### src/shared/dmv_pkg.sv
package dmv_pkg;
  // instruction word and operand fields
  localparam int INSTR_W = 14;
  localparam int PTR_W = 16;
  localparam int DATA_W = 8;
  localparam int BANK_W = 5;
  localparam int PAGE_W = 7;
  localparam int FILE_W = 7;
  localparam int BANK_LIT_MSB = 3;
  localparam int PAGE_LIT_MSB = 6;
  localparam int ACC_LIT_MSB = 7;
  localparam int FILE_ADDR_MSB = 6;
  localparam int MODE_MSB = 1;
  localparam int MODE_SEL_BIT = 2;
  localparam int REL_SEL_BIT = 6;
  localparam int REL_OFS_MSB = 5;

  // opcode masks and match values
  localparam logic [13:0] IDLE_MASK = 14'h3FFF;
  localparam logic [13:0] IDLE_MATCH = 14'h0000;
  localparam logic [13:0] BANK_MASK = 14'h3FE0;
  localparam logic [13:0] BANK_MATCH = 14'h0020;
  localparam logic [13:0] PAGE_MASK = 14'h3F80;
  localparam logic [13:0] PAGE_MATCH = 14'h3180;
  localparam logic [13:0] LIT_MASK = 14'h3F00;
  localparam logic [13:0] LIT_MATCH = 14'h3000;
  localparam logic [13:0] FILE_MASK = 14'h3F80;
  localparam logic [13:0] FILE_MATCH = 14'h0080;
  localparam logic [13:0] OPT_MASK = 14'h3FFF;
  localparam logic [13:0] OPT_MATCH = 14'h0062;
  localparam logic [13:0] STI_MASK = 14'h3FF8;
  localparam logic [13:0] STI_MATCH = 14'h0018;
  localparam logic [13:0] LDI_MASK = 14'h3FF8;
  localparam logic [13:0] LDI_MATCH = 14'h0010;
  localparam logic [13:0] REL_MASK = 14'h3F80;
  localparam logic [13:0] STIR_MATCH = 14'h3F80;
  localparam logic [13:0] LDIR_MATCH = 14'h3F00;

  // pointer update modes
  localparam logic [1:0] MODE_PRE_INC = 2'h0;
  localparam logic [1:0] MODE_PRE_DEC = 2'h1;
  localparam logic [1:0] MODE_POST_INC = 2'h2;
  localparam logic [1:0] MODE_POST_DEC = 2'h3;

  // file addresses of the two indirect data ports
  localparam logic [6:0] PORT0_ADDR = 7'h00;
  localparam logic [6:0] PORT1_ADDR = 7'h01;

  // reset values
  localparam logic [7:0] ACC_RST = 8'h00;
  localparam logic [4:0] BANK_RST = 5'h00;
  localparam logic [6:0] PAGE_RST = 7'h00;
  localparam logic [7:0] OPTION_RST = 8'hFF;
  localparam logic [15:0] PTR_RST = 16'h0000;

  typedef enum logic {DMV_EXEC, DMV_LOAD_WAIT} dmv_state_t;
endpackage

### src/hw/dmv_data_move.sv
`timescale 1ns/1ns
module dmv_data_move (
  // clock and reset
  input wire logic mclk,
  input wire logic reset,
  // instruction stream
  input wire logic instrValid,
  input wire logic [13:0] instr,
  output logic instrReady,
  // pointer load from the rest of the core
  input wire logic ptrLoadEn,
  input wire logic ptrLoadSel,
  input wire logic [15:0] ptrLoadValue,
  // data memory
  output logic [15:0] memAddr,
  output logic [7:0] memWrData,
  output logic memWrEn,
  output logic memRdEn,
  input wire logic [7:0] memRdData,
  // architectural state
  output logic [7:0] accumulator,
  output logic [4:0] bankSelect,
  output logic [6:0] pageLatch,
  output logic [7:0] timerOption,
  output logic [15:0] pointer0,
  output logic [15:0] pointer1,
  output logic zeroFlag
);

  dmv_pkg::dmv_state_t state_ff;
  dmv_pkg::dmv_state_t nxt_state;
  logic [7:0] acc_ff;
  logic [4:0] bank_ff;
  logic [6:0] page_ff;
  logic [7:0] option_ff;
  logic [15:0] ptr_ff [2];
  logic zero_ff;
  logic [15:0] addr_ff;
  logic [7:0] wrData_ff;
  logic wrEn_ff;
  logic rdEn_ff;

  logic accept;
  logic isIdle, isBank, isPage, isLit, isFile, isOpt;
  logic isSti, isLdi, isStiRel, isLdiRel, isPortStore;
  logic ptrSel;
  logic [1:0] mode;
  logic [15:0] relOfs;
  logic [15:0] ptrCur;
  logic [15:0] nxt_effAddr;
  logic [15:0] nxt_ptrVal;
  logic ptrUpdate;

  assign instrReady = (state_ff == dmv_pkg::DMV_EXEC);
  assign accept = instrValid && instrReady;

  // decode
  assign isIdle = (instr & dmv_pkg::IDLE_MASK) == dmv_pkg::IDLE_MATCH;
  assign isBank = (instr & dmv_pkg::BANK_MASK) == dmv_pkg::BANK_MATCH;
  assign isPage = (instr & dmv_pkg::PAGE_MASK) == dmv_pkg::PAGE_MATCH;
  assign isLit = (instr & dmv_pkg::LIT_MASK) == dmv_pkg::LIT_MATCH;
  assign isFile = (instr & dmv_pkg::FILE_MASK) == dmv_pkg::FILE_MATCH;
  assign isOpt = (instr & dmv_pkg::OPT_MASK) == dmv_pkg::OPT_MATCH;
  assign isSti = (instr & dmv_pkg::STI_MASK) == dmv_pkg::STI_MATCH;
  assign isLdi = (instr & dmv_pkg::LDI_MASK) == dmv_pkg::LDI_MATCH;
  assign isStiRel = (instr & dmv_pkg::REL_MASK) == dmv_pkg::STIR_MATCH;
  assign isLdiRel = (instr & dmv_pkg::REL_MASK) == dmv_pkg::LDIR_MATCH;
  assign isPortStore = isFile &&
    ((instr[dmv_pkg::FILE_ADDR_MSB:0] == dmv_pkg::PORT0_ADDR) ||
     (instr[dmv_pkg::FILE_ADDR_MSB:0] == dmv_pkg::PORT1_ADDR));

  assign mode = instr[dmv_pkg::MODE_MSB:0];
  assign relOfs = {{10{instr[dmv_pkg::REL_OFS_MSB]}},
    instr[dmv_pkg::REL_OFS_MSB:0]};

  always_comb begin
    if (isStiRel || isLdiRel) begin
      ptrSel = instr[dmv_pkg::REL_SEL_BIT];
    end else if (isPortStore) begin
      ptrSel = (instr[dmv_pkg::FILE_ADDR_MSB:0] == dmv_pkg::PORT1_ADDR);
    end else begin
      ptrSel = instr[dmv_pkg::MODE_SEL_BIT];
    end
  end

  assign ptrCur = ptr_ff[ptrSel];

  // effective address and pointer after the move, 16-bit wrap
  always_comb begin
    nxt_effAddr = ptrCur;
    nxt_ptrVal = ptrCur;
    ptrUpdate = 1'b0;
    if (isStiRel || isLdiRel) begin
      nxt_effAddr = ptrCur + relOfs;
    end else if (isSti || isLdi) begin
      ptrUpdate = 1'b1;
      case (mode)
        dmv_pkg::MODE_PRE_INC: begin
          nxt_ptrVal = ptrCur + 16'h0001;
          nxt_effAddr = nxt_ptrVal;
        end
        dmv_pkg::MODE_PRE_DEC: begin
          nxt_ptrVal = ptrCur - 16'h0001;
          nxt_effAddr = nxt_ptrVal;
        end
        dmv_pkg::MODE_POST_INC: begin
          nxt_ptrVal = ptrCur + 16'h0001;
        end
        dmv_pkg::MODE_POST_DEC: begin
          nxt_ptrVal = ptrCur - 16'h0001;
        end
        default: begin
          nxt_ptrVal = ptrCur;
        end
      endcase
    end
  end

  // sequencing: indirect loads wait one cycle for read data
  always_comb begin
    nxt_state = state_ff;
    case (state_ff)
      dmv_pkg::DMV_EXEC: begin
        if (accept && (isLdi || isLdiRel)) begin
          nxt_state = dmv_pkg::DMV_LOAD_WAIT;
        end
      end
      dmv_pkg::DMV_LOAD_WAIT: begin
        nxt_state = dmv_pkg::DMV_EXEC;
      end
      default: begin
        nxt_state = dmv_pkg::DMV_EXEC;
      end
    endcase
  end

  always_ff @(posedge mclk) begin
    if (reset) begin
      state_ff <= dmv_pkg::DMV_EXEC;
    end else begin
      state_ff <= nxt_state;
    end
  end

  // accumulator and zero flag
  always_ff @(posedge mclk) begin
    if (reset) begin
      acc_ff <= dmv_pkg::ACC_RST;
      zero_ff <= 1'b0;
    end else if (state_ff == dmv_pkg::DMV_LOAD_WAIT) begin
      acc_ff <= memRdData;
      zero_ff <= (memRdData == 8'h00);
    end else if (accept && isLit) begin
      acc_ff <= instr[dmv_pkg::ACC_LIT_MSB:0];
    end
  end

  // literal and option registers
  always_ff @(posedge mclk) begin
    if (reset) begin
      bank_ff <= dmv_pkg::BANK_RST;
      page_ff <= dmv_pkg::PAGE_RST;
      option_ff <= dmv_pkg::OPTION_RST;
    end else if (accept) begin
      if (isBank) begin
        bank_ff <= {1'b0, instr[dmv_pkg::BANK_LIT_MSB:0]};
      end
      if (isPage) begin
        page_ff <= instr[dmv_pkg::PAGE_LIT_MSB:0];
      end
      if (isOpt) begin
        option_ff <= acc_ff;
      end
    end
  end

  // pointers; instruction update wins over an external load
  always_ff @(posedge mclk) begin
    if (reset) begin
      ptr_ff[0] <= dmv_pkg::PTR_RST;
      ptr_ff[1] <= dmv_pkg::PTR_RST;
    end else if (accept && ptrUpdate) begin
      ptr_ff[ptrSel] <= nxt_ptrVal;
    end else if (ptrLoadEn) begin
      ptr_ff[ptrLoadSel] <= ptrLoadValue;
    end
  end

  // memory request
  always_ff @(posedge mclk) begin
    if (reset) begin
      addr_ff <= 16'h0000;
      wrData_ff <= 8'h00;
      wrEn_ff <= 1'b0;
      rdEn_ff <= 1'b0;
    end else begin
      wrEn_ff <= accept && (isFile || isSti || isStiRel);
      rdEn_ff <= accept && (isLdi || isLdiRel);
      if (accept && isFile && !isPortStore) begin
        addr_ff <= {4'h0, bank_ff, instr[dmv_pkg::FILE_ADDR_MSB:0]};
        wrData_ff <= acc_ff;
      end else if (accept && (isPortStore || isSti || isStiRel)) begin
        addr_ff <= nxt_effAddr;
        wrData_ff <= acc_ff;
      end else if (accept && (isLdi || isLdiRel)) begin
        addr_ff <= nxt_effAddr;
      end
    end
  end

  assign memAddr = addr_ff;
  assign memWrData = wrData_ff;
  assign memWrEn = wrEn_ff;
  assign memRdEn = rdEn_ff;
  assign accumulator = acc_ff;
  assign bankSelect = bank_ff;
  assign pageLatch = page_ff;
  assign timerOption = option_ff;
  assign pointer0 = ptr_ff[0];
  assign pointer1 = ptr_ff[1];
  assign zeroFlag = zero_ff;

  // checks
  a_bank_literal: assert property (@(posedge mclk) disable iff (reset)
    accept && isBank |=> bank_ff == {1'b0, $past(instr[3:0])})
    else $error("bank literal not loaded");
  a_bank_upper_zero: assert property (@(posedge mclk)
    disable iff (reset) accept && isBank |=> bank_ff[4] == 1'b0)
    else $error("bank literal upper bit not zero");
  a_page_literal: assert property (@(posedge mclk) disable iff (reset)
    accept && isPage |=> page_ff == $past(instr[6:0]) && $stable(zero_ff))
    else $error("page literal not loaded");
  a_acc_literal: assert property (@(posedge mclk) disable iff (reset)
    accept && isLit |=> acc_ff == $past(instr[7:0]) && instrReady)
    else $error("accumulator literal not loaded");
  a_file_store: assert property (@(posedge mclk) disable iff (reset)
    accept && isFile && !isPortStore |=> memWrEn && !memRdEn &&
      memAddr[6:0] == $past(instr[6:0]) && memWrData == $past(acc_ff))
    else $error("file store wrong");
  a_pre_inc_store: assert property (@(posedge mclk)
    disable iff (reset) accept && isSti && mode == dmv_pkg::MODE_PRE_INC
    |=> memAddr == ptr_ff[$past(ptrSel)] && memWrEn &&
      memAddr == $past(ptrCur) + 16'h0001)
    else $error("pre-increment store wrong");
  a_pre_dec_store: assert property (@(posedge mclk)
    disable iff (reset) accept && isSti && mode == dmv_pkg::MODE_PRE_DEC
    |=> memWrEn && memAddr == $past(ptrCur) - 16'h0001 &&
      ptr_ff[$past(ptrSel)] == memAddr)
    else $error("pre-decrement store wrong");
  a_post_dec_store: assert property (@(posedge mclk)
    disable iff (reset) accept && isSti && mode == dmv_pkg::MODE_POST_DEC
    |=> memAddr == $past(ptrCur) &&
      ptr_ff[$past(ptrSel)] == $past(ptrCur) - 16'h0001)
    else $error("post-decrement store wrong");
  a_rel_store: assert property (@(posedge mclk) disable iff (reset)
    accept && isStiRel && !ptrLoadEn |=>
      memAddr == $past(ptrCur) + $past(relOfs) &&
      ptr_ff[$past(ptrSel)] == $past(ptrCur))
    else $error("relative store wrong");
  a_port_redirect: assert property (@(posedge mclk)
    disable iff (reset) accept && isPortStore |=> memWrEn &&
      memAddr == $past(ptrCur))
    else $error("indirect port not redirected");
  a_ptr_wrap: assert property (@(posedge mclk) disable iff (reset)
    accept && isSti && mode == 2'h2 && ptrCur == 16'hFFFF |=>
      ptr_ff[$past(ptrSel)] == 16'h0000)
    else $error("pointer did not wrap");
  a_ptr_load: assert property (@(posedge mclk)
    disable iff (reset) ptrLoadEn && !(accept && ptrUpdate) |=>
      ptr_ff[$past(ptrLoadSel)] == $past(ptrLoadValue))
    else $error("external pointer load lost");
  a_status_hold: assert property (@(posedge mclk) disable iff (reset)
    accept && !isLdi && !isLdiRel |=> $stable(zero_ff))
    else $error("status changed by non-load");
  a_option_load: assert property (@(posedge mclk) disable iff (reset)
    accept && isOpt |=> option_ff == $past(acc_ff))
    else $error("option not loaded");
  a_load_zero: assert property (@(posedge mclk) disable iff (reset)
    accept && (isLdi || isLdiRel) |=> memRdEn && !instrReady ##1
      acc_ff == $past(memRdData) && zero_ff == ($past(memRdData) == 8'h00))
    else $error("indirect load wrong");
  a_idle_nochange: assert property (@(posedge mclk)
    disable iff (reset) accept && isIdle && !ptrLoadEn |=>
      $stable(acc_ff) && $stable(zero_ff) && $stable(ptr_ff[0]) &&
      $stable(ptr_ff[1]) && !memWrEn && instrReady)
    else $error("idle changed state");

  c_rel_store: cover property (@(posedge mclk) disable iff (reset)
    accept && isStiRel && relOfs[15]);
  c_load_zero: cover property (@(posedge mclk) disable iff (reset)
    memRdEn ##1 zero_ff);
  c_port_store: cover property (@(posedge mclk) disable iff (reset)
    accept && isPortStore);
  c_load_wrap: cover property (@(posedge mclk) disable iff (reset)
    accept && isLdi && mode[0] && ptrCur == 16'h0000);
endmodule

### config.mk
export PLATFORM = sky130hd
export DESIGN_NAME = dmv_data_move
export DESIGN_NICKNAME = d
export VERILOG_FILES = /design/src/shared/dmv_pkg.sv /design/src/hw/dmv_data_move.sv
export SDC_FILE = /design/constraint.sdc
export NUM_CORES = 1
export LEC_CHECK = 0
export BUFFER_PORTS_ARGS = -buffer_cell sky130_fd_sc_hd__buf_4
export CORE_ASPECT_RATIO = 1.2
export CORE_MARGIN = 5
export CORE_UTILIZATION = 35
export CTS_CLUSTER_DIAMETER = 50
export CTS_CLUSTER_SIZE = 40
export DETAILED_ROUTE_END_ITERATION = 6
export HOLD_SLACK_MARGIN = 0.02
export PLACE_DENSITY_LB_ADDON = 0.08
export SETUP_SLACK_MARGIN = 0.4
export SLEW_MARGIN = 20
export SYNTH_ARGS = -nofsm -noshare
export SYNTH_HDL_FRONTEND = slang
export SYNTH_SLANG_ARGS = --single-unit
### constraint.sdc
create_clock -name mclk -period 5.07 [get_ports mclk]
set_input_delay 0.507 -clock mclk [delete_from_list [all_inputs] [get_ports mclk]]
set_output_delay 0.507 -clock mclk [all_outputs]
set_load 0.005 [all_outputs]
== After elaboration in Yosys (flattened, before gate mapping) ==
Memory sizes are Yosys's and may differ from the RTL's.
Index checks and enable logic that the tools add are counted.

* Register bits: 55
* Bits in writable memories: 32
* Input port bits: 43
* Output and inout bits: 88
* Logic and storage cells: 96
* Memories kept: 1

{| class="wikitable"
|+ Memory list
! memory !! depth !! bits a word !! read ports !! clocked after memory_dff !! write ports !! RTL line !! text
|-
| ptr_ff || 2 || 16 || 3 || 0 || 2 || dmv_data_move.sv:36 || <nowiki>logic [15:0] ptr_ff [2];</nowiki>
|}

* Add/sub/neg operators: 3
* Equal/unequal tests: 13
* Mux-type cells: 34
* Bitwise gates (word level): 1
* Reduce and logical (&&, ||, !) cells: 33

{| class="wikitable"
|+ Operators with widths
! cell !! number
|-
| 16-bit 2-to-1 mux || 8
|-
| 16-bit case mux with 2 select lines || 2
|-
| 8-bit 2-to-1 mux || 4
|-
| 16-bit OR reduction || 2
|-
| 11-bit by 2-bit == test with 1-bit output, second input constant || 2
|-
| 7-bit == test, second input constant || 3
|-
| 1-bit 2-to-1 mux || 18
|-
| 16-bit by 1-bit adder with 16-bit output, second input constant || 1
|-
| 16-bit adder || 1
|-
| 16-bit by 1-bit subtractor with 16-bit output, second input constant || 1
|-
| 14-bit by 7-bit == test with 1-bit output, second input constant || 1
|-
| 7-bit by 1-bit == test with 1-bit output, second input constant || 2
|-
| 12-bit 2-to-1 mux || 1
|-
| 9-bit by 1-bit == test with 1-bit output, second input constant || 1
|-
| 1-bit logical AND || 9
|-
| 8-bit zero test || 1
|-
| 1-bit logical OR || 8
|-
| 7-bit zero test || 1
|-
| 6-bit == test, second input constant || 1
|-
| 2-bit AND reduction || 3
|-
| 2-bit nonzero test || 3
|-
| 2-bit OR reduction || 3
|-
| 2-bit == test, second input constant || 2
|-
| 3-bit nonzero test || 1
|-
| 5 further kinds || 5
|}

== Longest topological paths before layout ==
An unclocked memory read counts as a cell.

* Depth after elaboration: 13
* Depth in mapped cells: 20
* Gate-level depth less buffers: 16

== Worst setup path after synthesis ==
OpenSTA, ideal clock, no wires.

* Kind: in2reg
* From: in instr[3]
* To: reg addr_ff[14] (netlist: memAddr[14])
* Setup time: 0.117 ns
* Data arrival time: 4.582 ns
* Required time: 4.953 ns
* Slack: 0.372 ns
* Stages on the path: 19
* Path buffers: 3
* Cell sequence: or3_1 > nand4b_1 > a31oi_1 > buf_2 > buf_2 > buf_2 > mux2i_1 > inv_1 > ha_1 > ha_1 > a21oi_1 > nand2_1 > o21ai_0 > a41oi_2 > o2111a_1 > or4b_1 > a31o_1 > o211a_1 > a22o_1

* Word-level cells in the longest chain between the ends: 12

{| class="wikitable"
|+ Ends and longest elaborated chain
! what !! RTL line !! text
|-
| start: declaration || dmv_data_move.sv:8 || <nowiki>input wire logic [13:0] instr,</nowiki>
|-
| 7-bit by 1-bit == test with 1-bit output / 7-bit zero test (equally long branches) || dmv_data_move.sv:70, dmv_data_move.sv:80, dmv_data_move.sv:69 ||
|-
| 1-bit logical OR || dmv_data_move.sv:69 || <nowiki>((instr[dmv_pkg::FILE_ADDR_MSB:0] == dmv_pkg::PORT0_ADDR) ||</nowiki>
|-
| 1-bit logical AND || dmv_data_move.sv:68 || <nowiki>assign isPortStore = isFile &&</nowiki>
|-
| 1-bit 2-to-1 mux || dmv_data_move.sv:79 || <nowiki>end else if (isPortStore) begin</nowiki>
|-
| 1-bit 2-to-1 mux || dmv_data_move.sv:77 || <nowiki>if (isStiRel || isLdiRel) begin</nowiki>
|-
| memory read 2 x 16 bit || n/a ||
|-
| 16-bit by 1-bit subtractor with 16-bit output / 16-bit by 1-bit adder with 16-bit output (equally long branches) || dmv_data_move.sv:103, dmv_data_move.sv:99 ||
|-
| 16-bit case mux with 2 select lines || dmv_data_move.sv:97 || <nowiki>case (mode)</nowiki>
|-
| 16-bit 2-to-1 mux || dmv_data_move.sv:95 || <nowiki>end else if (isSti || isLdi) begin</nowiki>
|-
| 16-bit 2-to-1 mux || dmv_data_move.sv:93 || <nowiki>if (isStiRel || isLdiRel) begin</nowiki>
|-
| 16-bit 2-to-1 mux || dmv_data_move.sv:205 || <nowiki>end else if (accept && (isLdi || isLdiRel)) begin</nowiki>
|-
| 16-bit 2-to-1 mux || dmv_data_move.sv:202 || <nowiki>end else if (accept && (isPortStore || isSti || isStiRel)) begin</nowiki>
|-
| end signal: assignment || dmv_data_move.sv:200 || <nowiki>addr_ff <= {4'h0, bank_ff, instr[dmv_pkg::FILE_ADDR_MSB:0]};</nowiki>
|-
| end signal: assignment || dmv_data_move.sv:203 || <nowiki>addr_ff <= nxt_effAddr;</nowiki>
|-
| end signal: assignment || dmv_data_move.sv:206 || <nowiki>addr_ff <= nxt_effAddr;</nowiki>
|-
| end: declaration || dmv_data_move.sv:38 || <nowiki>logic [15:0] addr_ff;</nowiki>
|}

Parallel ways exist; a longest one is shown, timed or not. The select of a mux whose other input is x is not followed.
A chain may end at the register's enable or synchronous reset.

== Final worst setup path ==
Same ends and word-level chain as after synthesis.

==> results.toml <==
[power_and_ir_drop]
p_leak_nw = 2.93
irDropWorstVdd_mv = 0.126
power_density_nw_per_um2 = 244

[worst_setup_path]
required_ps = 5320
crit_start = "instr[3]"
r2r_end = "memAddr[14]$_SDFFE_PP0P_"
slowest_stage = "or4b_1"
path_class = "primary input to flop"
path_delay_family = "compound AO/OA/AOI/OAI gates"
path_common_cell = "ha_1"
rrSetupSlack_ps = 1330
cp.arrival_ps = 4580
r2r_start = "ptr_ff[0][1]$_SDFFCE_PN0P_"
crit_chain = "buf_4 > or3_1 > nand4b_1 > a31oi_4 > mux2i_2 > inv_1 > ha_1 > ha_1 > a21oi_1 > nand2_1 > o21ai_0 > a41oi_2 > o2111a_1 > or4b_1 > a31o_1 > o211a_1 > a22o_1"
cp_max_fo = 8
endpoint_kind = "flop"
worst_path_largest_cell_delay_ps = 510
reg2regPathDepth = 16
start_kind = "primary input"
cp.buffers_inverters = 2

[clock_network]
post_cts_buffers = 0
cts_root_buf = "clkbuf_16"
clock_latency_ps = 360
cts_buffers = 9
clkTransAtPathRegs_ps = 80
cts-resized-gates = 0
clockBufferDepth = 2
cts_tree = "done"
clock_sinks = 87
cts_hold_buf = 0
cts-htree-levels = 3

[floorplanning]
start_util = 0.353
num_rows = 52
io_pins = 131
dieArea_sq_um = 19600
die_w_um = 129
die_h_um = 152
core_area_sq_um = 16700

[min_path]
min_to = "accumulator[3]$_SDFFE_PP0P_"
min_path_cells = 3
hp-class = "primary input to flop"
hold_path_startpoint = "memRdData[3]"

[status]
status = "finished, final reports clean"

[timing]
slew_viol_final = 0
finClkSkew_ps = 13.6
max_freq_mhz = 231
max-slew-margin-rel = 0.448
period_needed_ps = 4330
rsz0062_at_grt = "false"
period_share = 0.854
tightest_slew_ps = 826
tns_ps = 0
setup_viol = 0
finalHoldViolations = 0

[global_routing]
gr-usage-met1 = 0.238
grt_pass1_vias = 5925
grt_max_degree = 40
grt_usage = 0.204
grt_pass1_wl_um = 31500
grt_util_met3 = 0.0473
grt.met2_usage = 0.361
top_usage_layer = "met2"
antenna_found_initial = 0
grt-ovfl-total = 0

[layout]
fillCellCount = 1666
layout-drive-gt1-share = 0.217
areaGrowthSynthToFinish_pct = 25.9
diodes = 0
multi_input_area_sq_um = 3640
postLayoutCoreUtil = 0.445
nets = 873
seqCellArea_sq_um = 2060
design_area_sq_um = 7440

[yosys]
synth_edf_count = 32
syn-num-nets = 753
ys_ff_latch = 87
synth_cells = 694
ys_seq_area_frac = 0.349
synth_cell_types = 68
synth_top_area_frac = 0.186
synth_largest_area_cell = "dfxtp_1"
async_flop_share = 0
yosys_warnings = 0
synth.area.top_cells = "dfxtp_1 19%, edfxtp_1 16%, mux2i_1 13%"
synth.avg_cell_area_sq_um = 8.51
syn_area_sq_um = 5910
synthFlopType = "dfxtp_1"

[detailed_routing]
num_vias = 5750
routedWlPerCell_um = 19.6
postRouteAntennaNets = 0
drtIter0Drc = 373
drtPass1Iterations = 5
drc = 0
drt-total-wl_um = 20300
vias_per_cell = 5.56

[placed_design]
port_buffers = 129
hpwl_um = 15500
placed_area_sq_um = 7120
place_congestion = 0.962

[job]
drv_cap = 0
-- worst max-delay path by stage --
| stage | end | slack, ps | cells past startpoint |
|---|---|---|---|
| 6_report | memAddr[14]$_SDFFE_PP0P_ | 740 | 17 |
| 5_1_grt | memAddr[14]$_SDFFE_PP0P_ | 490 | 17 |
| 4_1_cts | memAddr[14]$_SDFFE_PP0P_ | 770 | 15 |
| 3_5_place_dp | memAddr[14]$_SDFFE_PP0P_ | 420 | 15 |
| 3_3_place_gp | memAddr[14]$_SDFFE_PP0P_ | 510 | 15 |
| 2_1_floorplan | memAddr[14]$_SDFFE_PP0P_ | 430 | 19 |
-- power by group --
group	internal, mW	leakage, nW	switching [mW]
sequential	0.743	0.779	0.0271
clock	0.348	0.140	0.340
combinational	0.153	2.01	0.205
-- tightest hold or removal path, cell delays in order --
cell and delay (ps):
buf_4 80, a21oi_1 50, nor2_1 70
-- per-stage QoR --
step	hold slack (ps)	std cells	power (mW)	worst slack (ps)
floorplan	453	694	1.00	426
finish	383	1035	1.82	738
global route	382	1035	1.90	491
detailed placement	461	1018	1.14	421
global placement	457	1018	1.14	510
CTS	375	1034	1.83	766
-- cells in the mapped netlist (3+ instances only) --
cell and count:
nor2_1 112, mux2i_1 77, nand2_1 61, dfxtp_1 55
a21oi_1 46, xnor2_1 36, edfxtp_1 32, clkbuf_1 26
o21ai_0 26, inv_1 20, nor3_1 20, ha_1 16
nand3_1 15, nor4_1 10, and3_1 9, mux2_2 8
a221oi_1 7, nand4_1 7, a22oi_1 6, o211ai_1 6
or3_1 6, a31oi_1 5, nand3b_1 5, a21o_1 4
and4_1 4, buf_2 4, nand2b_1 4, nor2b_1 4
nor3b_1 4, xor2_1 4, a211oi_1 3, nor4b_1 3
o22ai_1 3, o32ai_1 3
-- placed cells by master, fill, tap and decap left out, types with 4 or more instances in the layout --
cell,count
a21o_1,4
a21oi_1,46
a221oi_1,7
a22oi_1,6
a31oi_1,4
and3_1,9
and4_1,4
buf_4,140
clkbuf_16,9
dfxtp_1,55
edfxtp_1,32
ha_1,16
inv_1,20
mux2_2,8
mux2i_1,76
nand2_1,61
nand2b_1,4
nand3_1,15
nand3b_1,5
nand4_1,7
nor2_1,111
nor2b_1,4
nor3_1,20
nor3b_1,4
nor4_1,10
o211ai_1,6
o21ai_0,26
or3_1,6
xnor2_1,36
xor2_1,4
-- cell type report --
type,instances,area share
flip-flops and latches,87,0.277
multi-input cells,553,0.490
clock buffers,9,0.0303
repair buffers,142,0.146
clock inverters,7,0.00992
well taps,216,0.0363
inverters,21,0.0106
-- kinds of logic (layout without fill, tap and decap cells) --
| kind of cell | Yosys count | count (layout) | synth area share |
|---|---|---|---|
| buf+inv | 54 | 179 | 0.0377 |
| fa+ha+maj | 17 | 17 | 0.0356 |
| mux | 86 | 86 | 0.150 |
| other cells | 1 | 1 | 0.000635 |
| compound gates | 133 | 133 | 0.148 |
| xor+xnor | 40 | 40 | 0.0593 |
| simple gates | 276 | 276 | 0.220 |
| flops | 87 | 87 | 0.349 |
-- flip-flops by register name (all words and copies together), names as in the netlist --
signal / cells
ptr_ff: 32
memAddr: 16
accumulator: 8
memWrData: 8
timerOption: 8
pageLatch: 7
bankSelect: 4
memRdEn: 1
memWrEn: 1
state_ff: 1
zeroFlag: 1
-- metal layers --
| metal | vias up | routed length, um |
|---|---|---|
| li1 | 2764 | - |
| met4 | 0 | 569 |
| met2 | 201 | 10300 |
| met1 | 2749 | 8180 |
| met3 | 36 | 1250 |
| met5 | - | 0 |
Note: power is estimated with default switching activity, not from simulation.
